`src/tas_link_capture.sv`:
```
// package of constants and types for transfer_activity_status, plus the
// link capture module that brings card-bus pins into the core clock domain.
// assumes link pins are valid around each rising edge of the link clock.
package tas_pkg;
  localparam int ADDR_W = 8;
  localparam int DATA_W = 32;
  localparam int CNT_W = 16;
  // register offsets
  localparam logic [7:0] OFS_STATUS = 8'h00;
  localparam logic [7:0] OFS_CTRL = 8'h04;
  localparam logic [7:0] OFS_BLKCNT = 8'h08;
  localparam logic [7:0] OFS_INT_STS = 8'h0c;
  localparam logic [7:0] OFS_INT_MASK = 8'h10;
  // status register fields
  localparam int ST_READ_BUSY = 9;
  localparam int ST_WRITE_BUSY = 8;
  localparam int ST_RETRAIN = 3;
  // control register fields
  localparam int CT_GAP_HALT = 0;
  localparam int CT_RESUME = 1;
  localparam int CT_DESC_MODE = 2;
  localparam int CT_SAMP_TUNED = 3;
  localparam int CT_START_TRAIN = 4;
  // interrupt fields
  localparam int INT_W = 3;
  localparam int IR_XFER_DONE = 0;
  localparam int IR_GAP_PAUSE = 1;
  localparam int IR_RETRAIN = 2;
  // reset values
  localparam logic [CNT_W-1:0] BLKCNT_RST = 16'h0001;
  localparam logic [INT_W-1:0] INT_RST = 3'h0;
  localparam logic [INT_W-1:0] MASK_RST = 3'h0;
  localparam logic [DATA_W-1:0] RDATA_IDLE = 32'h0000_0000;
  localparam int SYNC_STAGES = 2;

  // card-bus side pins, sampled on link clock rising edges
  typedef struct packed {
    logic rd_cmd_end;
    logic wr_cmd_end;
    logic rd_blk_end;
    logic wr_crc_sts;
    logic desc_end;
    logic drift;
    logic cmd_issue;
    logic blk_active;
  } tas_link_t;

  typedef enum logic [1:0] {
    DIR_IDLE = 2'b00,
    DIR_READ = 2'b01,
    DIR_WRITE = 2'b10
  } tas_dir_t;
endpackage : tas_pkg

`timescale 1ns/1ps
module tas_link_capture (
  // clock and reset
  input wire logic clk,
  input wire logic rst_b,
  input wire logic ce,
  // raw link pins
  input wire logic link_clk,
  input wire tas_pkg::tas_link_t link_in,
  // captured pins
  output tas_pkg::tas_link_t evt,
  output logic evt_valid
);
  localparam int W = $bits(tas_pkg::tas_link_t) + 1;

  logic [W-1:0] meta_r;
  logic [W-1:0] sync_r;
  logic clk_prev_r;

  // two-stage synchroniser; first stage feeds only the second
  always_ff @(posedge clk or negedge rst_b) begin
    if (!rst_b) begin
      meta_r <= '0;
      sync_r <= '0;
    end else if (ce) begin
      meta_r <= {link_clk, link_in};
      sync_r <= meta_r;
    end
  end

  // rising edge of link clock found on synchronised copy
  always_ff @(posedge clk or negedge rst_b) begin
    if (!rst_b) begin
      clk_prev_r <= 1'b0;
      evt_valid <= 1'b0;
      evt <= '0;
    end else if (ce) begin
      clk_prev_r <= sync_r[W-1];
      evt_valid <= sync_r[W-1] & ~clk_prev_r;
      evt <= sync_r[W-2:0];
    end
  end
endmodule : tas_link_capture

```
`src/tas_top.sv`:
```
// transfer activity status: read/write busy flags, retraining request,
// event status with mask and one interrupt line.
// assumes a plain register port on CORE_CLK and card-bus pins on LINK_CLK.
// What this block does
// RULE_01 - read command end sets read busy
// RULE_02 - resume request restarts paused read busy
// RULE_03 - last block to system clears read
// RULE_04 - descriptor end clears read in descriptor mode
// RULE_05 - gap halt, buffer drained, idle clears read
// RULE_06 - read busy fall raises transfer done
// RULE_07 - write busy zero only without write data
// RULE_08 - write command end sets write busy
// RULE_09 - resume request restarts paused write busy
// RULE_10 - last block CRC status clears write
// RULE_11 - descriptor mode takes count from descriptors
// RULE_12 - CRC status under gap halt clears write
// RULE_13 - gap halt write fall raises pause
// RULE_14 - drift may set retraining request flag
// RULE_15 - training command clears retraining request
// RULE_16 - retraining rise raises retraining event
// RULE_17 - fixed sampling clock blocks retraining request
// RULE_18 - busy and retrain bits read only
//
// Added by the designer: the plain strobed port and the register addresses.
`timescale 1ns/1ps
module tas_top #(
  parameter int CNT_W = tas_pkg::CNT_W
) (
  // clock, reset, enable
  input wire logic CORE_CLK,
  input wire logic RST_B,
  input wire logic CE,
  // register port
  input wire logic [tas_pkg::ADDR_W-1:0] ADDR,
  input wire logic [tas_pkg::DATA_W-1:0] WDATA,
  input wire logic WR,
  input wire logic RD,
  output logic [tas_pkg::DATA_W-1:0] RDATA,
  // card-bus link
  input wire logic LINK_CLK,
  input wire tas_pkg::tas_link_t LINK_IN,
  // system side
  input wire logic SYS_BLK_DONE,
  // status and control outputs
  output logic READ_BUSY,
  output logic WRITE_BUSY,
  output logic RETRAIN_REQ,
  output logic GAP_HALT,
  output logic IRQ
);
  tas_pkg::tas_link_t evt;
  logic evt_valid;

  tas_link_capture u_cap (
    .clk(CORE_CLK),
    .rst_b(RST_B),
    .ce(CE),
    .link_clk(LINK_CLK),
    .link_in(LINK_IN),
    .evt(evt),
    .evt_valid(evt_valid)
  );

  // qualified link events, one cycle each
  logic e_rd_cmd;
  logic e_wr_cmd;
  logic e_rd_blk;
  logic e_wr_crc;
  logic e_desc;
  logic e_drift;
  logic e_cmd;
  assign e_rd_cmd = evt_valid & evt.rd_cmd_end;
  assign e_wr_cmd = evt_valid & evt.wr_cmd_end;
  assign e_rd_blk = evt_valid & evt.rd_blk_end;
  assign e_wr_crc = evt_valid & evt.wr_crc_sts;
  assign e_desc = evt_valid & evt.desc_end;
  assign e_drift = evt_valid & evt.drift;
  assign e_cmd = evt_valid & evt.cmd_issue;

  // register decode
  function automatic logic hit(input logic [tas_pkg::ADDR_W-1:0] a,
                               input logic [tas_pkg::ADDR_W-1:0] ofs);
    hit = (a == ofs);
  endfunction : hit

  logic wr_ctrl;
  logic wr_blkcnt;
  logic wr_int_sts;
  logic wr_int_mask;
  assign wr_ctrl = CE & WR & hit(ADDR, tas_pkg::OFS_CTRL);
  assign wr_blkcnt = CE & WR & hit(ADDR, tas_pkg::OFS_BLKCNT);
  assign wr_int_sts = CE & WR & hit(ADDR, tas_pkg::OFS_INT_STS);
  assign wr_int_mask = CE & WR & hit(ADDR, tas_pkg::OFS_INT_MASK);

  // control register
  logic gap_halt_r;
  logic desc_mode_r;
  logic samp_tuned_r;
  logic start_train_r;
  logic resume;
  assign resume = wr_ctrl & WDATA[tas_pkg::CT_RESUME];

  always_ff @(posedge CORE_CLK or negedge RST_B) begin
    if (!RST_B) begin
      gap_halt_r <= 1'b0;
      desc_mode_r <= 1'b0;
      samp_tuned_r <= 1'b0;
      start_train_r <= 1'b0;
    end else if (wr_ctrl) begin
      gap_halt_r <= WDATA[tas_pkg::CT_GAP_HALT];
      desc_mode_r <= WDATA[tas_pkg::CT_DESC_MODE];
      samp_tuned_r <= WDATA[tas_pkg::CT_SAMP_TUNED];
      start_train_r <= WDATA[tas_pkg::CT_START_TRAIN];
    end
  end

  // programmed block count
  logic [CNT_W-1:0] blkcnt_r;
  always_ff @(posedge CORE_CLK or negedge RST_B) begin
    if (!RST_B) begin
      blkcnt_r <= CNT_W'(tas_pkg::BLKCNT_RST);
    end else if (wr_blkcnt) begin
      blkcnt_r <= WDATA[CNT_W-1:0];
    end
  end

  // direction of the current or paused transfer
  tas_pkg::tas_dir_t dir_r;
  always_ff @(posedge CORE_CLK or negedge RST_B) begin
    if (!RST_B) begin
      dir_r <= tas_pkg::DIR_IDLE;
    end else if (CE) begin
      case (dir_r)
        tas_pkg::DIR_IDLE,
        tas_pkg::DIR_READ,
        tas_pkg::DIR_WRITE: begin
          if (e_rd_cmd) begin
            dir_r <= tas_pkg::DIR_READ;
          end else if (e_wr_cmd) begin
            dir_r <= tas_pkg::DIR_WRITE;
          end
        end
        default: dir_r <= tas_pkg::DIR_IDLE;
      endcase
    end
  end

  // descriptor table has marked the end of the transfer
  logic desc_last_r;
  always_ff @(posedge CORE_CLK or negedge RST_B) begin
    if (!RST_B) begin
      desc_last_r <= 1'b0;
    end else if (CE) begin
      if (e_rd_cmd | e_wr_cmd) begin
        desc_last_r <= 1'b0;
      end else if (e_desc) begin
        desc_last_r <= 1'b1;
      end
    end
  end

  // read block counters: received from card, delivered to system
  logic [CNT_W-1:0] rd_rcv_r;
  logic [CNT_W-1:0] rd_sys_r;
  logic [CNT_W-1:0] rd_pend;
  logic sys_done;
  assign sys_done = CE & SYS_BLK_DONE;
  assign rd_pend = rd_rcv_r - rd_sys_r;

  always_ff @(posedge CORE_CLK or negedge RST_B) begin
    if (!RST_B) begin
      rd_rcv_r <= '0;
      rd_sys_r <= '0;
    end else if (CE) begin
      if (e_rd_cmd) begin
        rd_rcv_r <= '0;
        rd_sys_r <= '0;
      end else begin
        if (e_rd_blk) begin
          rd_rcv_r <= rd_rcv_r + CNT_W'(1);
        end
        if (sys_done) begin
          rd_sys_r <= rd_sys_r + CNT_W'(1);
        end
      end
    end
  end

  // read busy
  logic rd_busy_r;
  logic rd_busy_nxt;
  logic rd_last_blk;
  logic rd_desc_end;
  logic rd_gap_stop;
  assign rd_last_blk = sys_done & ~desc_mode_r
                     & (rd_sys_r + CNT_W'(1) == blkcnt_r); // RULE_03
  assign rd_desc_end = sys_done & desc_mode_r & desc_last_r
                     & (rd_pend == CNT_W'(1)) & ~evt.blk_active; // RULE_04
  assign rd_gap_stop = gap_halt_r & (rd_pend == '0) & ~sys_done
                     & ~evt.blk_active; // RULE_05

  always_comb begin
    rd_busy_nxt = rd_busy_r;
    if (rd_last_blk | rd_desc_end | rd_gap_stop) begin
      rd_busy_nxt = 1'b0;
    end
    if (e_rd_cmd) begin
      rd_busy_nxt = 1'b1; // RULE_01
    end else if (resume & (dir_r == tas_pkg::DIR_READ)) begin
      rd_busy_nxt = 1'b1; // RULE_02
    end
  end

  always_ff @(posedge CORE_CLK or negedge RST_B) begin
    if (!RST_B) begin
      rd_busy_r <= 1'b0;
    end else if (CE) begin
      rd_busy_r <= rd_busy_nxt;
    end
  end

  // write: count CRC statuses against the programmed count
  logic [CNT_W-1:0] wr_crc_r;
  always_ff @(posedge CORE_CLK or negedge RST_B) begin
    if (!RST_B) begin
      wr_crc_r <= '0;
    end else if (CE) begin
      if (e_wr_cmd) begin
        wr_crc_r <= '0;
      end else if (e_wr_crc) begin
        wr_crc_r <= wr_crc_r + CNT_W'(1);
      end
    end
  end

  // write busy
  logic wr_busy_r;
  logic wr_busy_nxt;
  logic wr_last_blk;
  logic wr_gap_stop;
  always_comb begin
    if (desc_mode_r) begin
      wr_last_blk = e_wr_crc & desc_last_r; // RULE_11
    end else begin
      wr_last_blk = e_wr_crc & (wr_crc_r + CNT_W'(1) == blkcnt_r); // RULE_10
    end
  end
  assign wr_gap_stop = e_wr_crc & gap_halt_r & ~wr_last_blk; // RULE_12

  always_comb begin
    wr_busy_nxt = wr_busy_r;
    // held data only ends at the final or halted CRC status
    if (wr_last_blk | wr_gap_stop) begin
      wr_busy_nxt = 1'b0; // RULE_07
    end
    if (e_wr_cmd) begin
      wr_busy_nxt = 1'b1; // RULE_08
    end else if (resume & (dir_r == tas_pkg::DIR_WRITE)) begin
      wr_busy_nxt = 1'b1; // RULE_09
    end
  end

  always_ff @(posedge CORE_CLK or negedge RST_B) begin
    if (!RST_B) begin
      wr_busy_r <= 1'b0;
    end else if (CE) begin
      wr_busy_r <= wr_busy_nxt;
    end
  end

  // retraining request flag
  logic retrain_r;
  logic retrain_nxt;
  always_comb begin
    retrain_nxt = retrain_r;
    if (e_cmd & start_train_r) begin
      retrain_nxt = 1'b0; // RULE_15
    end else if (e_drift & samp_tuned_r) begin
      retrain_nxt = 1'b1; // RULE_14 RULE_17
    end
  end

  always_ff @(posedge CORE_CLK or negedge RST_B) begin
    if (!RST_B) begin
      retrain_r <= 1'b0;
    end else if (CE) begin
      retrain_r <= retrain_nxt;
    end
  end

  // event sources
  logic [tas_pkg::INT_W-1:0] int_set;
  always_comb begin
    int_set = '0;
    int_set[tas_pkg::IR_XFER_DONE] = (rd_busy_r & ~rd_busy_nxt) // RULE_06
      | (wr_busy_r & ~wr_busy_nxt & ~wr_gap_stop);
    int_set[tas_pkg::IR_GAP_PAUSE] = wr_busy_r & ~wr_busy_nxt
      & wr_gap_stop; // RULE_13
    int_set[tas_pkg::IR_RETRAIN] = ~retrain_r & retrain_nxt; // RULE_16
  end

  // sticky status, write one to clear, set wins
  logic [tas_pkg::INT_W-1:0] int_sts_r;
  logic [tas_pkg::INT_W-1:0] int_mask_r;
  logic [tas_pkg::INT_W-1:0] int_clr;
  assign int_clr = wr_int_sts ? WDATA[tas_pkg::INT_W-1:0] : '0;

  always_ff @(posedge CORE_CLK or negedge RST_B) begin
    if (!RST_B) begin
      int_sts_r <= tas_pkg::INT_RST;
    end else if (CE) begin
      int_sts_r <= (int_sts_r & ~int_clr) | int_set;
    end
  end

  always_ff @(posedge CORE_CLK or negedge RST_B) begin
    if (!RST_B) begin
      int_mask_r <= tas_pkg::MASK_RST;
    end else if (wr_int_mask) begin
      int_mask_r <= WDATA[tas_pkg::INT_W-1:0];
    end
  end

  // read mux; status bits read only, reserved bits zero
  logic [tas_pkg::DATA_W-1:0] rd_mux;
  always_comb begin
    rd_mux = tas_pkg::RDATA_IDLE;
    case (ADDR)
      tas_pkg::OFS_STATUS: begin
        rd_mux[tas_pkg::ST_READ_BUSY] = rd_busy_r; // RULE_18
        rd_mux[tas_pkg::ST_WRITE_BUSY] = wr_busy_r;
        rd_mux[tas_pkg::ST_RETRAIN] = retrain_r;
      end
      tas_pkg::OFS_CTRL: begin
        rd_mux[tas_pkg::CT_GAP_HALT] = gap_halt_r;
        rd_mux[tas_pkg::CT_DESC_MODE] = desc_mode_r;
        rd_mux[tas_pkg::CT_SAMP_TUNED] = samp_tuned_r;
        rd_mux[tas_pkg::CT_START_TRAIN] = start_train_r;
      end
      tas_pkg::OFS_BLKCNT: rd_mux[CNT_W-1:0] = blkcnt_r;
      tas_pkg::OFS_INT_STS: rd_mux[tas_pkg::INT_W-1:0] = int_sts_r;
      tas_pkg::OFS_INT_MASK: rd_mux[tas_pkg::INT_W-1:0] = int_mask_r;
      default: rd_mux = tas_pkg::RDATA_IDLE;
    endcase
  end

  // read data valid only in the cycle after the strobe
  always_ff @(posedge CORE_CLK or negedge RST_B) begin
    if (!RST_B) begin
      RDATA <= tas_pkg::RDATA_IDLE;
    end else if (CE) begin
      RDATA <= RD ? rd_mux : tas_pkg::RDATA_IDLE;
    end
  end

  // registered outputs
  always_ff @(posedge CORE_CLK or negedge RST_B) begin
    if (!RST_B) begin
      READ_BUSY <= 1'b0;
      WRITE_BUSY <= 1'b0;
      RETRAIN_REQ <= 1'b0;
      GAP_HALT <= 1'b0;
      IRQ <= 1'b0;
    end else if (CE) begin
      READ_BUSY <= rd_busy_nxt;
      WRITE_BUSY <= wr_busy_nxt;
      RETRAIN_REQ <= retrain_nxt;
      GAP_HALT <= gap_halt_r;
      IRQ <= |(((int_sts_r & ~int_clr) | int_set) & int_mask_r);
    end
  end
endmodule : tas_top

```
`config.mk`:
```
export PLATFORM = sky130hd
export DESIGN_NAME = tas_top
export DESIGN_NICKNAME = d
export VERILOG_FILES = /design/src/tas_link_capture.sv /design/src/tas_top.sv
export SDC_FILE = /design/constraint.sdc
export NUM_CORES = 1
export LEC_CHECK = 0
export BUFFER_PORTS_ARGS = -buffer_cell sky130_fd_sc_hd__buf_2
export CAP_MARGIN = 10
export CORE_AREA = 8 8 172 174
export DETAILED_ROUTE_END_ITERATION = 6
export DIE_AREA = 0 0 180 182
export PLACE_DENSITY_LB_ADDON = 0.1
export SLEW_MARGIN = 20
export SYNTH_ARGS = -nofsm -noshare
export SYNTH_HDL_FRONTEND = slang
export SYNTH_SLANG_ARGS = --single-unit
```
`constraint.sdc`:
```
create_clock -name CORE_CLK -period 8.6 [get_ports CORE_CLK]
set_clock_uncertainty 0.05 [all_clocks]
set_input_delay 1.72 -clock CORE_CLK [delete_from_list [all_inputs] [get_ports CORE_CLK]]
set_output_delay 1.72 -clock CORE_CLK [all_outputs]
set_load 0.02 [all_outputs]
```
* After elaboration in Yosys (flattened, before gate mapping)
Index checks and enable logic that the tools add are counted.
** Word-level totals
- Register bits :: 142
- Output and inout bits :: 37
** Cells by class
- Bitwise logic cells :: 55
- Eq/ne operators :: 10
- Reductions and logical operators :: 14
- $add $sub $neg :: 4
- Mux-type cells :: 30
** Operators by type and width (number)
- $mux 16 :: 7
- $add 16x1->16 const B :: 3
- $and 1x1->1 :: 37
- $eq 16x16->1 :: 2
- $eq 16x1->1 const B :: 1
- $eq 8x4->1 const B :: 2
- $logic_not 16->1 :: 1
- $sub 16x16->16 :: 1
- $mux 1 :: 11
- $reduce_and 2->1 :: 5
- $not 1->1 :: 9
- $eq 8x3->1 const B :: 1
- $eq 8x5->1 const B :: 1
- $logic_not 8->1 :: 1
- $pmux 1 s4 :: 2
- $reduce_bool 2->1 :: 4
- $and 3x3->3 :: 2
- $mux 2 :: 3
- $mux 3 :: 2
- $mux 6 :: 1
- $pmux 1 s3 :: 2
- $reduce_or 3->1 :: 2
- $or 1x1->1 :: 5
- $pmux 2 s2 :: 1
- 7 further kinds :: 7

* Depth between registers and ports, before layout
Gate-level depths: netlist of run 1.
- Depth in word-level cells :: 17
- Gate-level depth with buffers :: 12
- Gate-level depth less buffers :: 11

* By module
A second synthesis of run 1 with hierarchy kept.
** Second synthesis, totals
- Cell total of the unflattened synthesis :: 788
- Area total of the unflattened synthesis :: 7508.5 um^2
** Modules (own cells, without submodules)
- tas_top :: times used 1, cells each 727, area each 6429.9 um^2
- tas_link_capture :: times used 1, cells each 61, area each 1078.5 um^2

* Worst setup path after synthesis of run 1
Ideal clock, no wire load.
- Path type :: in2reg
- Start point :: input ADDR[1] (netlist name)
- End point :: register IRQ
- Data required time :: 8.411 ns
- Cell stages on the path :: 9
- Path slack :: 4.511 ns
- Data arrival time :: 3.900 ns
- Cell sequence :: or4_4 > or4b_1 > buf_6 > nor3_4 > nand2_1 > a21o_1 > a221o_1 > o32ai_2 > a31oi_1
** On the way
- Word-level cells in the longest chain between the ends :: 13
- Elaborated cells on any way between the ends :: 24
- Classes of those cells :: eq/ne (2); mux (5); bitwise (16); reduce/logical (1)
** RTL lines
- from (decl) :: RTL line tas_top.sv:34 : input wire logic [tas_pkg::ADDR_W-1:0] ADDR,
- $eq 8x3->1 :: RTL line tas_top.sv:83 : hit = (a == ofs);
- $and 1x1->1 :: RTL line tas_top.sv:90 : assign wr_ctrl = CE & WR & hit(ADDR, tas_pkg::OFS_CTRL);
- $and 1x1->1 :: RTL line tas_top.sv:101 : assign resume = wr_ctrl & WDATA[tas_pkg::CT_RESUME];
- $and 1x1->1 :: RTL line tas_top.sv:258 : end else if (resume & (dir_r == tas_pkg::DIR_WRITE)) begin
- $mux 1 :: RTL line tas_top.sv:258
- $mux 1 :: RTL line tas_top.sv:256 : if (e_wr_cmd) begin
- $not 1->1 :: RTL line tas_top.sv:296, tas_top.sv:297
- $and 1x1->1 :: RTL line tas_top.sv:296, tas_top.sv:297
- $and 1x1->1 :: RTL line tas_top.sv:296 : | (wr_busy_r & ~wr_busy_nxt & ~wr_gap_stop);
- $or 1x1->1 :: RTL line tas_top.sv:296
- $or 3x3->3 * :: RTL line tas_top.sv:369 : IRQ <= |(((int_sts_r & ~int_clr) | int_set) & int_mask_r);
- $and 3x3->3 * :: RTL line tas_top.sv:369
- $reduce_or 3->1 * :: RTL line tas_top.sv:369
- to (signal assigned) :: RTL line tas_top.sv:369
- to (decl) :: RTL line tas_top.sv:49 : output logic IRQ
Mark *: on every way between the ends. The rest lies on a longest branch, timed or not.
A chain may end at the register's enable or synchronous reset.

* Final worst setup path of run 1
- Start point :: input CE
- End point :: register rd_rcv_r[15]
** On the way
- Word-level cells in the longest chain between the ends :: 1
** RTL lines
- from (decl) :: RTL line tas_top.sv:32 : input wire logic CE,
- $reduce_and 2->1 (no line)
- to (signal assigned) :: RTL line tas_top.sv:180 : rd_rcv_r <= rd_rcv_r + CNT_W'(1);
- to (decl) :: RTL line tas_top.sv:163 : logic [CNT_W-1:0] rd_rcv_r;
Every way passes these cells.

==> flow_summary.yaml, run 1 <==
outcome:
  status: "completed"
logic_synthesis:
  synth_top_area_cell: "dfrtp_1"
  synth.distinct_cells: 71
  synth_seq_area_share: 0.398
  synthCells: 858
  ys_async_sr_fraction: 1.00
  synth_edf_count: 0
  synthTopCellsByArea: "dfrtp_1 39%, mux2_2 7.0%, o21ai_0 4.3%"
  syn-cell-area_um2: 7930
  yosysWarningCount: 0
  ys.flop_type: "dfrtp_1"
  ys_seq_elements: 126
  synth_top_area_share: 0.394
  syn_area_per_cell_um2: 9.24
clocking:
  htreeDepth: 4
  numCtsBuffers: 17
  cts_resized: 0
  max-clock-path-buffers: 2
  root_buffer: "clkbuf_16"
  holdBufCountCts: 0
  clkSinkCount: 126
  clk_pin_slew_ns: 0.07
  tritoncts: "yes"
  clock_latency_ns: 0.43
  postCtsSetupBuffers: 0
sta:
  slew_violations: 0
  finalHoldViolCount: 0
  slew_headroom: 0.378
  fmax_mhz: 231
  setup_ws_ns: 4.27
  period_share: 0.503
  period_minus_slack_ns: 4.33
  grt_setup_unrepaired: "no"
  tns_ns: 0
  setup_viol: 0
  tightest_slew_ns: 0.932
drt:
  via_per_inst: 5.24
  ant_nets: 0
  finalWirelength_um: 23000
  first_iter_violations: 369
  wl_per_cell_um: 18.5
  drc: 0
  vias: 6521
  dr.pass1.iters: 5
grt:
  grt_pass1_vias: 6428
  grt_antenna_before_repair: 0
  grt_pass1_wl_um: 37400
  grt_max_degree: 71
  grt.total_usage: 0.143
  gr-total-overflow: 0
die:
  die-area_um2: 32800
  core_area_um2: 26700
  fp-row-count: 60
  io_pins: 92
  die_h_um: 182
  die_w_um: 180
  start_util: 0.298
run:
  cap_violations: 0
pwr:
  total_power_mw: 1.85
  swShare: 0.331
  peakVddDrop_mv: 0.121
  pwr-share-comb: 0.221
  p_int_mw: 1.24
  seqPwrFrac: 0.380
  pwr-share-clk: 0.399
  power_density_nw_per_um2: 205
  switchingPower_mw: 0.614
  p_leak_nw: 3.95
critical_path:
  worst_ep_arrival_time_ns: 4.57
  worst-setup-path-type: "input pin to register"
  endpoint_kind: "register"
  worstPathRequired_ns: 8.85
  crit_fanout: 46
  startpoint_type: "input pin"
place:
  place_inst: 1212
  dp_hpwl_um: 16800
  place_congestion: 0.815
  post-place-ws_ns: 3.73
  io_buffers: 59
finish:
  diodes: 0
  fin_nets: 964
  area_growth_pct: 13.8
  final_cells: 1244
  layout-drive-gt1-share: 0.183
  postLayoutCoreUtil: 0.339
worst_hold_path:
  hold_class: "register to register"
==> cells in the final DEF (no fill, tap or decap), types with 8 or more instances in the layout <==
master     netlist  layout
a211oi_1        11      11
buf_2            5      58
and4_1           8       8
a22o_1          13      13
and3_1           9       9
a2111oi_0        8       8
inv_1           36      36
a31oi_1         13      13
nand2_1         69      69
ha_1            18      18
dfrtp_1        125     125
nand3_1         24      24
xnor2_1         34      34
conb_1           1      16
o211ai_1         8       8
a21oi_1         36      35
mux2_2          49      49
nor4_1          13      13
nand2b_1        11      11
xor2_1          24      24
nand4_1         16      16
or3_1           18      18
nor3_1          12      12
nor2_1          56      56
o21ai_0         68      67
clkbuf_16        0      17
==> cells by family after synthesis <==
group                      Yosys count  share of synthesized area
AOI/OAI and AO/OA                  226                      0.193
xor gates and xnor gates            58                     0.0641
adders and majority gates           19                     0.0309
buffers and inverters              103                     0.0585
DFF                                126                      0.398
muxes                               55                     0.0772
other                                1                   0.000473
and+or+nand+nor                    270                      0.178
==> registers in the layout, summed over array words and instances, names as in the netlist, 2 cells and up <==
register      flops
rd_rcv_r         16
u_cap.evt         8
u_cap.sync_r      9
RDATA            16
dir_r             2
int_sts_r         3
rd_sys_r         16
wr_crc_r         16
u_cap.meta_r      9
int_mask_r        3
blkcnt_r         16
==> power groups by stage <==
stage / combinational [mW] / sequential, mW / clock (mW)
2_1_floorplan: 0.322 / 0.687 / 0
3_3_place_gp: 0.410 / 0.713 / 0
3_5_place_dp: 0.413 / 0.715 / 0
4_1_cts: 0.416 / 0.704 / 0.759
5_1_grt: 0.467 / 0.715 / 0.780
6_report: 0.411 / 0.704 / 0.740
==> routing by layer <==
layer  vias to the layer above  global-route usage  share of wire
met5                         -                   0              0
met4                         0              0.0367         0.0097
li1                       3183                   -              -
met3                        15              0.0269          0.038
met2                       140               0.220           0.45
met1                      3183               0.201           0.51
==> Yosys cell counts, drive strengths merged, types with 16 or more instances <==
cell / number
dfrtp: 125
or3: 18
xor2: 24
o21ai: 68
nand4: 16
clkbuf: 40
nor2: 56
mux2: 49
inv: 36
nand3: 25
a21oi: 36
buf: 27
nand2: 69
xnor2: 34
ha: 18
==> metrics by stage <==
step	hold slack [ns]	area, µm²
floorplan	0.384	7990
global placement	0.403	8430
detailed placement	0.414	8430
CTS	0.426	9020
global route	0.464	9020
finish	0.420	9020
==> worst max-delay path: stages <==
cell	delay, ns
buf_2	0.07
buf_4	0.45
inv_1	0.57
nor2_1	0.47
o21ai_0	0.27
nor2_1	0.35
nand2_1	0.22
nor3_1	0.23
xnor2_1	0.15
nor2_1	0.05
==> path summary, 6_finish.rpt <==
path / end / cells after the start / from / slack (ns)
max: rd_rcv_r[15]$_DFFE_PN0P_ / 10 / CE / 4.27
min: u_cap.evt_valid$_DFFE_PN0P_ / 1 / u_cap.clk_prev_r$_DFFE_PN0P_ / 0.42
max reg2reg: READ_BUSY$_DFFE_PN0P_ / 10 / rd_sys_r[4]$_DFFE_PN0P_ / 5.02
min reg2reg: u_cap.evt_valid$_DFFE_PN0P_ / 1 / u_cap.clk_prev_r$_DFFE_PN0P_ / 0.42
max in group asynchronous: rd_rcv_r[2]$_DFFE_PN0P_ / 2 / RST_B / 5.92
min in group asynchronous: blkcnt_r[6]$_DFFE_PN0P_ / 1 / RST_B / 1.22
==> final cells by class <==
class | instances | area, µm²
inverter | 36 | 135
clock buffer | 17 | 425
timing repair buffer | 65 | 347
fill | 2763 | 17600
clock inverter | 15 | 163
multi-input combinational | 644 | 4370
tap | 341 | 427
sequential | 126 | 3150
No activity file was read; power rests on OpenSTA's default activity.
==> inputs of run 2 (changes only) <==
Settings changed: ABC_AREA from default to 1, CORE_AREA 8 8 172 174 to 8 8 169 171, DIE_AREA 0 0 180 182 to 0 0 177 179.
Clock period 8.6 ns to 4.19 ns, I/O delays scaled along.
==> flow_summary.yaml, run 2 <==
sta:
  grt_setup_unrepaired: "no"
  setup_viol: 0
  period_share: 0.687
  tns_ns: 0
  finalHoldViolCount: 0
  period_minus_slack_ns: 2.88
  slew_headroom: 0.489
  fmax_mhz: 348
  tightest_slew_ns: 0.767
  slew_violations: 0
drt:
  ant_nets: 0
  drc: 0
  wl_per_cell_um: 15.3
  first_iter_violations: 354
  vias: 6745
  finalWirelength_um: 22100
  via_per_inst: 4.65
  dr.pass1.iters: 4
critical_path:
  r2r_slack_ns: 1.31
  startpoint_type: "register"
  worst_ep_arrival_time_ns: 3.19
  endpoint_kind: "register"
  worstPathRequired_ns: 4.50
  crit_fanout: 7
  worst-setup-path-type: "register to register"
  reg2reg_to: "IRQ$_DFFE_PN0P_"
  r2r_cells: 16
  reg2reg_from: "rd_sys_r[0]$_DFFE_PN0P_"
clocking:
  cts_resized: 0
  holdBufCountCts: 0
  root_buffer: "clkbuf_16"
  numCtsBuffers: 17
  postCtsSetupBuffers: 0
  clk_pin_slew_ns: 0.07
  clkSinkCount: 126
  tritoncts: "yes"
  htreeDepth: 4
  clock_latency_ns: 0.43
  max-clock-path-buffers: 2
die:
  die_w_um: 177
  start_util: 0.295
  die-area_um2: 31700
  fp-row-count: 59
  core_area_um2: 25800
  die_h_um: 179
  io_pins: 92
logic_synthesis:
  synth.distinct_cells: 53
  synth_compound_area_frac: 0.124
  synthTopCellsByArea: "dfrtp_1 41%, nand2_1 16%, inv_1 6.7%"
  ys_async_sr_fraction: 1.00
  synth_seq_area_share: 0.415
  synth_top_family_by_area: "simple AND/OR/NAND/NOR gates"
  synth_xor_area_frac: 0.0178
  ys.flop_type: "dfrtp_1"
  ys_seq_elements: 126
  ys_top_cells_by_count: "315 x nand2_1, 135 x inv_1, 125 x dfrtp_1, 87 x nor2_1, 72 x nand3_1"
  synth_fa_ha_area_frac: 0.0322
  syn_area_per_cell_um2: 7.33
  synth_simple_gate_area_share: 0.311
  yosysMostFrequentCell: "nand2_1"
  synthMuxAreaShare: 0.00280
  syn-cell-area_um2: 7610
  yosysWarningCount: 0
  synth_top_area_share: 0.411
  synth_edf_count: 0
  synthCells: 1037
  synth_top_area_cell: "dfrtp_1"
finish:
  area_growth_pct: 16.5
  layout-drive-gt1-share: 0.123
  layout_common_cells: "315 x nand2_1, 135 x inv_1, 125 x dfrtp_1"
  final_area_um2: 8860
  fin_nets: 1176
  diodes: 0
  layout_commonest_cell: "nand2_1"
pwr:
  p_int_mw: 2.89
  pwr-share-comb: 0.325
  swShare: 0.384
  p_leak_nw: 4.48
  switchingPower_mw: 1.80
  power_density_nw_per_um2: 530
  pwr-share-clk: 0.328
  peakVddDrop_mv: 0.215
  seqPwrFrac: 0.347
grt:
  gr-total-overflow: 0
  grt_pass1_vias: 6905
  grt_pass1_wl_um: 36700
  grt_antenna_before_repair: 0
  grt.total_usage: 0.147
  grt_max_degree: 76
place:
  placed_area_um2: 8260
  dp_hpwl_um: 16600
  place_congestion: 0.823
  io_buffers: 59
outcome:
  status: "completed"
run:
  cap_violations: 0
worst_hold_path:
  hold_class: "input pin to asynchronous set/reset pin"
run 2: worst max-delay path by stage:
stage,from,endpoint,slack (ns)
after floorplan,rd_sys_r[0]$_DFFE_PN0P_,IRQ$_DFFE_PN0P_,1.79
after global placement,CE,rd_rcv_r[15]$_DFFE_PN0P_,1.16
after detailed placement,CE,rd_rcv_r[15]$_DFFE_PN0P_,1.16
after CTS,rd_sys_r[0]$_DFFE_PN0P_,IRQ$_DFFE_PN0P_,1.31
after global routing,rd_sys_r[0]$_DFFE_PN0P_,IRQ$_DFFE_PN0P_,0.90
final,rd_sys_r[0]$_DFFE_PN0P_,IRQ$_DFFE_PN0P_,1.31
run 2: cell families (layout without fill, tap and decap cells):
group	count (synthesis)	after routing
AND/OR/NAND/NOR	540	540
buffers and inverters	178	241
AO/OA/AOI/OAI	158	158
flip-flops	126	126
adder cells (fa/ha/maj)	19	19
XOR/XNOR	13	13
multiplexers	2	2
other	1	16
run 2: layer usage:
layer	part of all wire	GRT usage	wire [µm]	vias to the layer above
li1	-	-	-	3498
met1	0.50	0.196	11000	3134
met2	0.45	0.236	10000	106
met3	0.044	0.0375	969	7
met4	0.0054	0.0315	119	0
met5	0	0	0	-
run 2: worst max-delay path: stages (launching register included):
cell and delay [ns]:
dfrtp_1 0.47, ha_1 0.25, fa_1 0.42, o21ai_1 0.34, nand2_1 0.12, nand2_1 0.13
nand2_1 0.08, nand3_1 0.08, nand2_1 0.08, nand3b_1 0.15, nor2_1 0.08, nand2_1 0.12
nand3_2 0.11, nand3_2 0.07, nand3_2 0.10, nand2_2 0.05, a21oi_2 0.10
run 2: layout make-up:
class	instances	area, µm²
clock buffer	19	453
clock inverter	13	153
fill	2778	16900
inverter	142	533
multi-input combinational	748	3780
sequential	126	3150
tap	335	419
timing repair buffer	67	374
run 2: metrics by stage:
stage	instances	utilization	hold WS (ns)	power [mW]	worst slack, ns
floorplan	1052	-	0.385	2.78	1.79
global placement	1418	0.321	0.400	3.18	1.16
detailed placement	1418	0.321	0.395	3.18	1.16
CTS	1450	0.344	0.404	4.75	1.31
global route	1450	0.344	0.423	5.10	0.904
finish	1450	0.344	0.364	4.70	1.31
run 2: power by group through the flow:
| stage | logic [mW] | clock network (mW) | registers [mW] |
|---|---|---|---|
| 2_1_floorplan | 1.18 | 0 | 1.60 |
| 3_3_place_gp | 1.53 | 0 | 1.65 |
| 3_5_place_dp | 1.53 | 0 | 1.65 |
| 4_1_cts | 1.54 | 1.59 | 1.63 |
| 5_1_grt | 1.79 | 1.64 | 1.66 |
| 6_report | 1.53 | 1.54 | 1.63 |
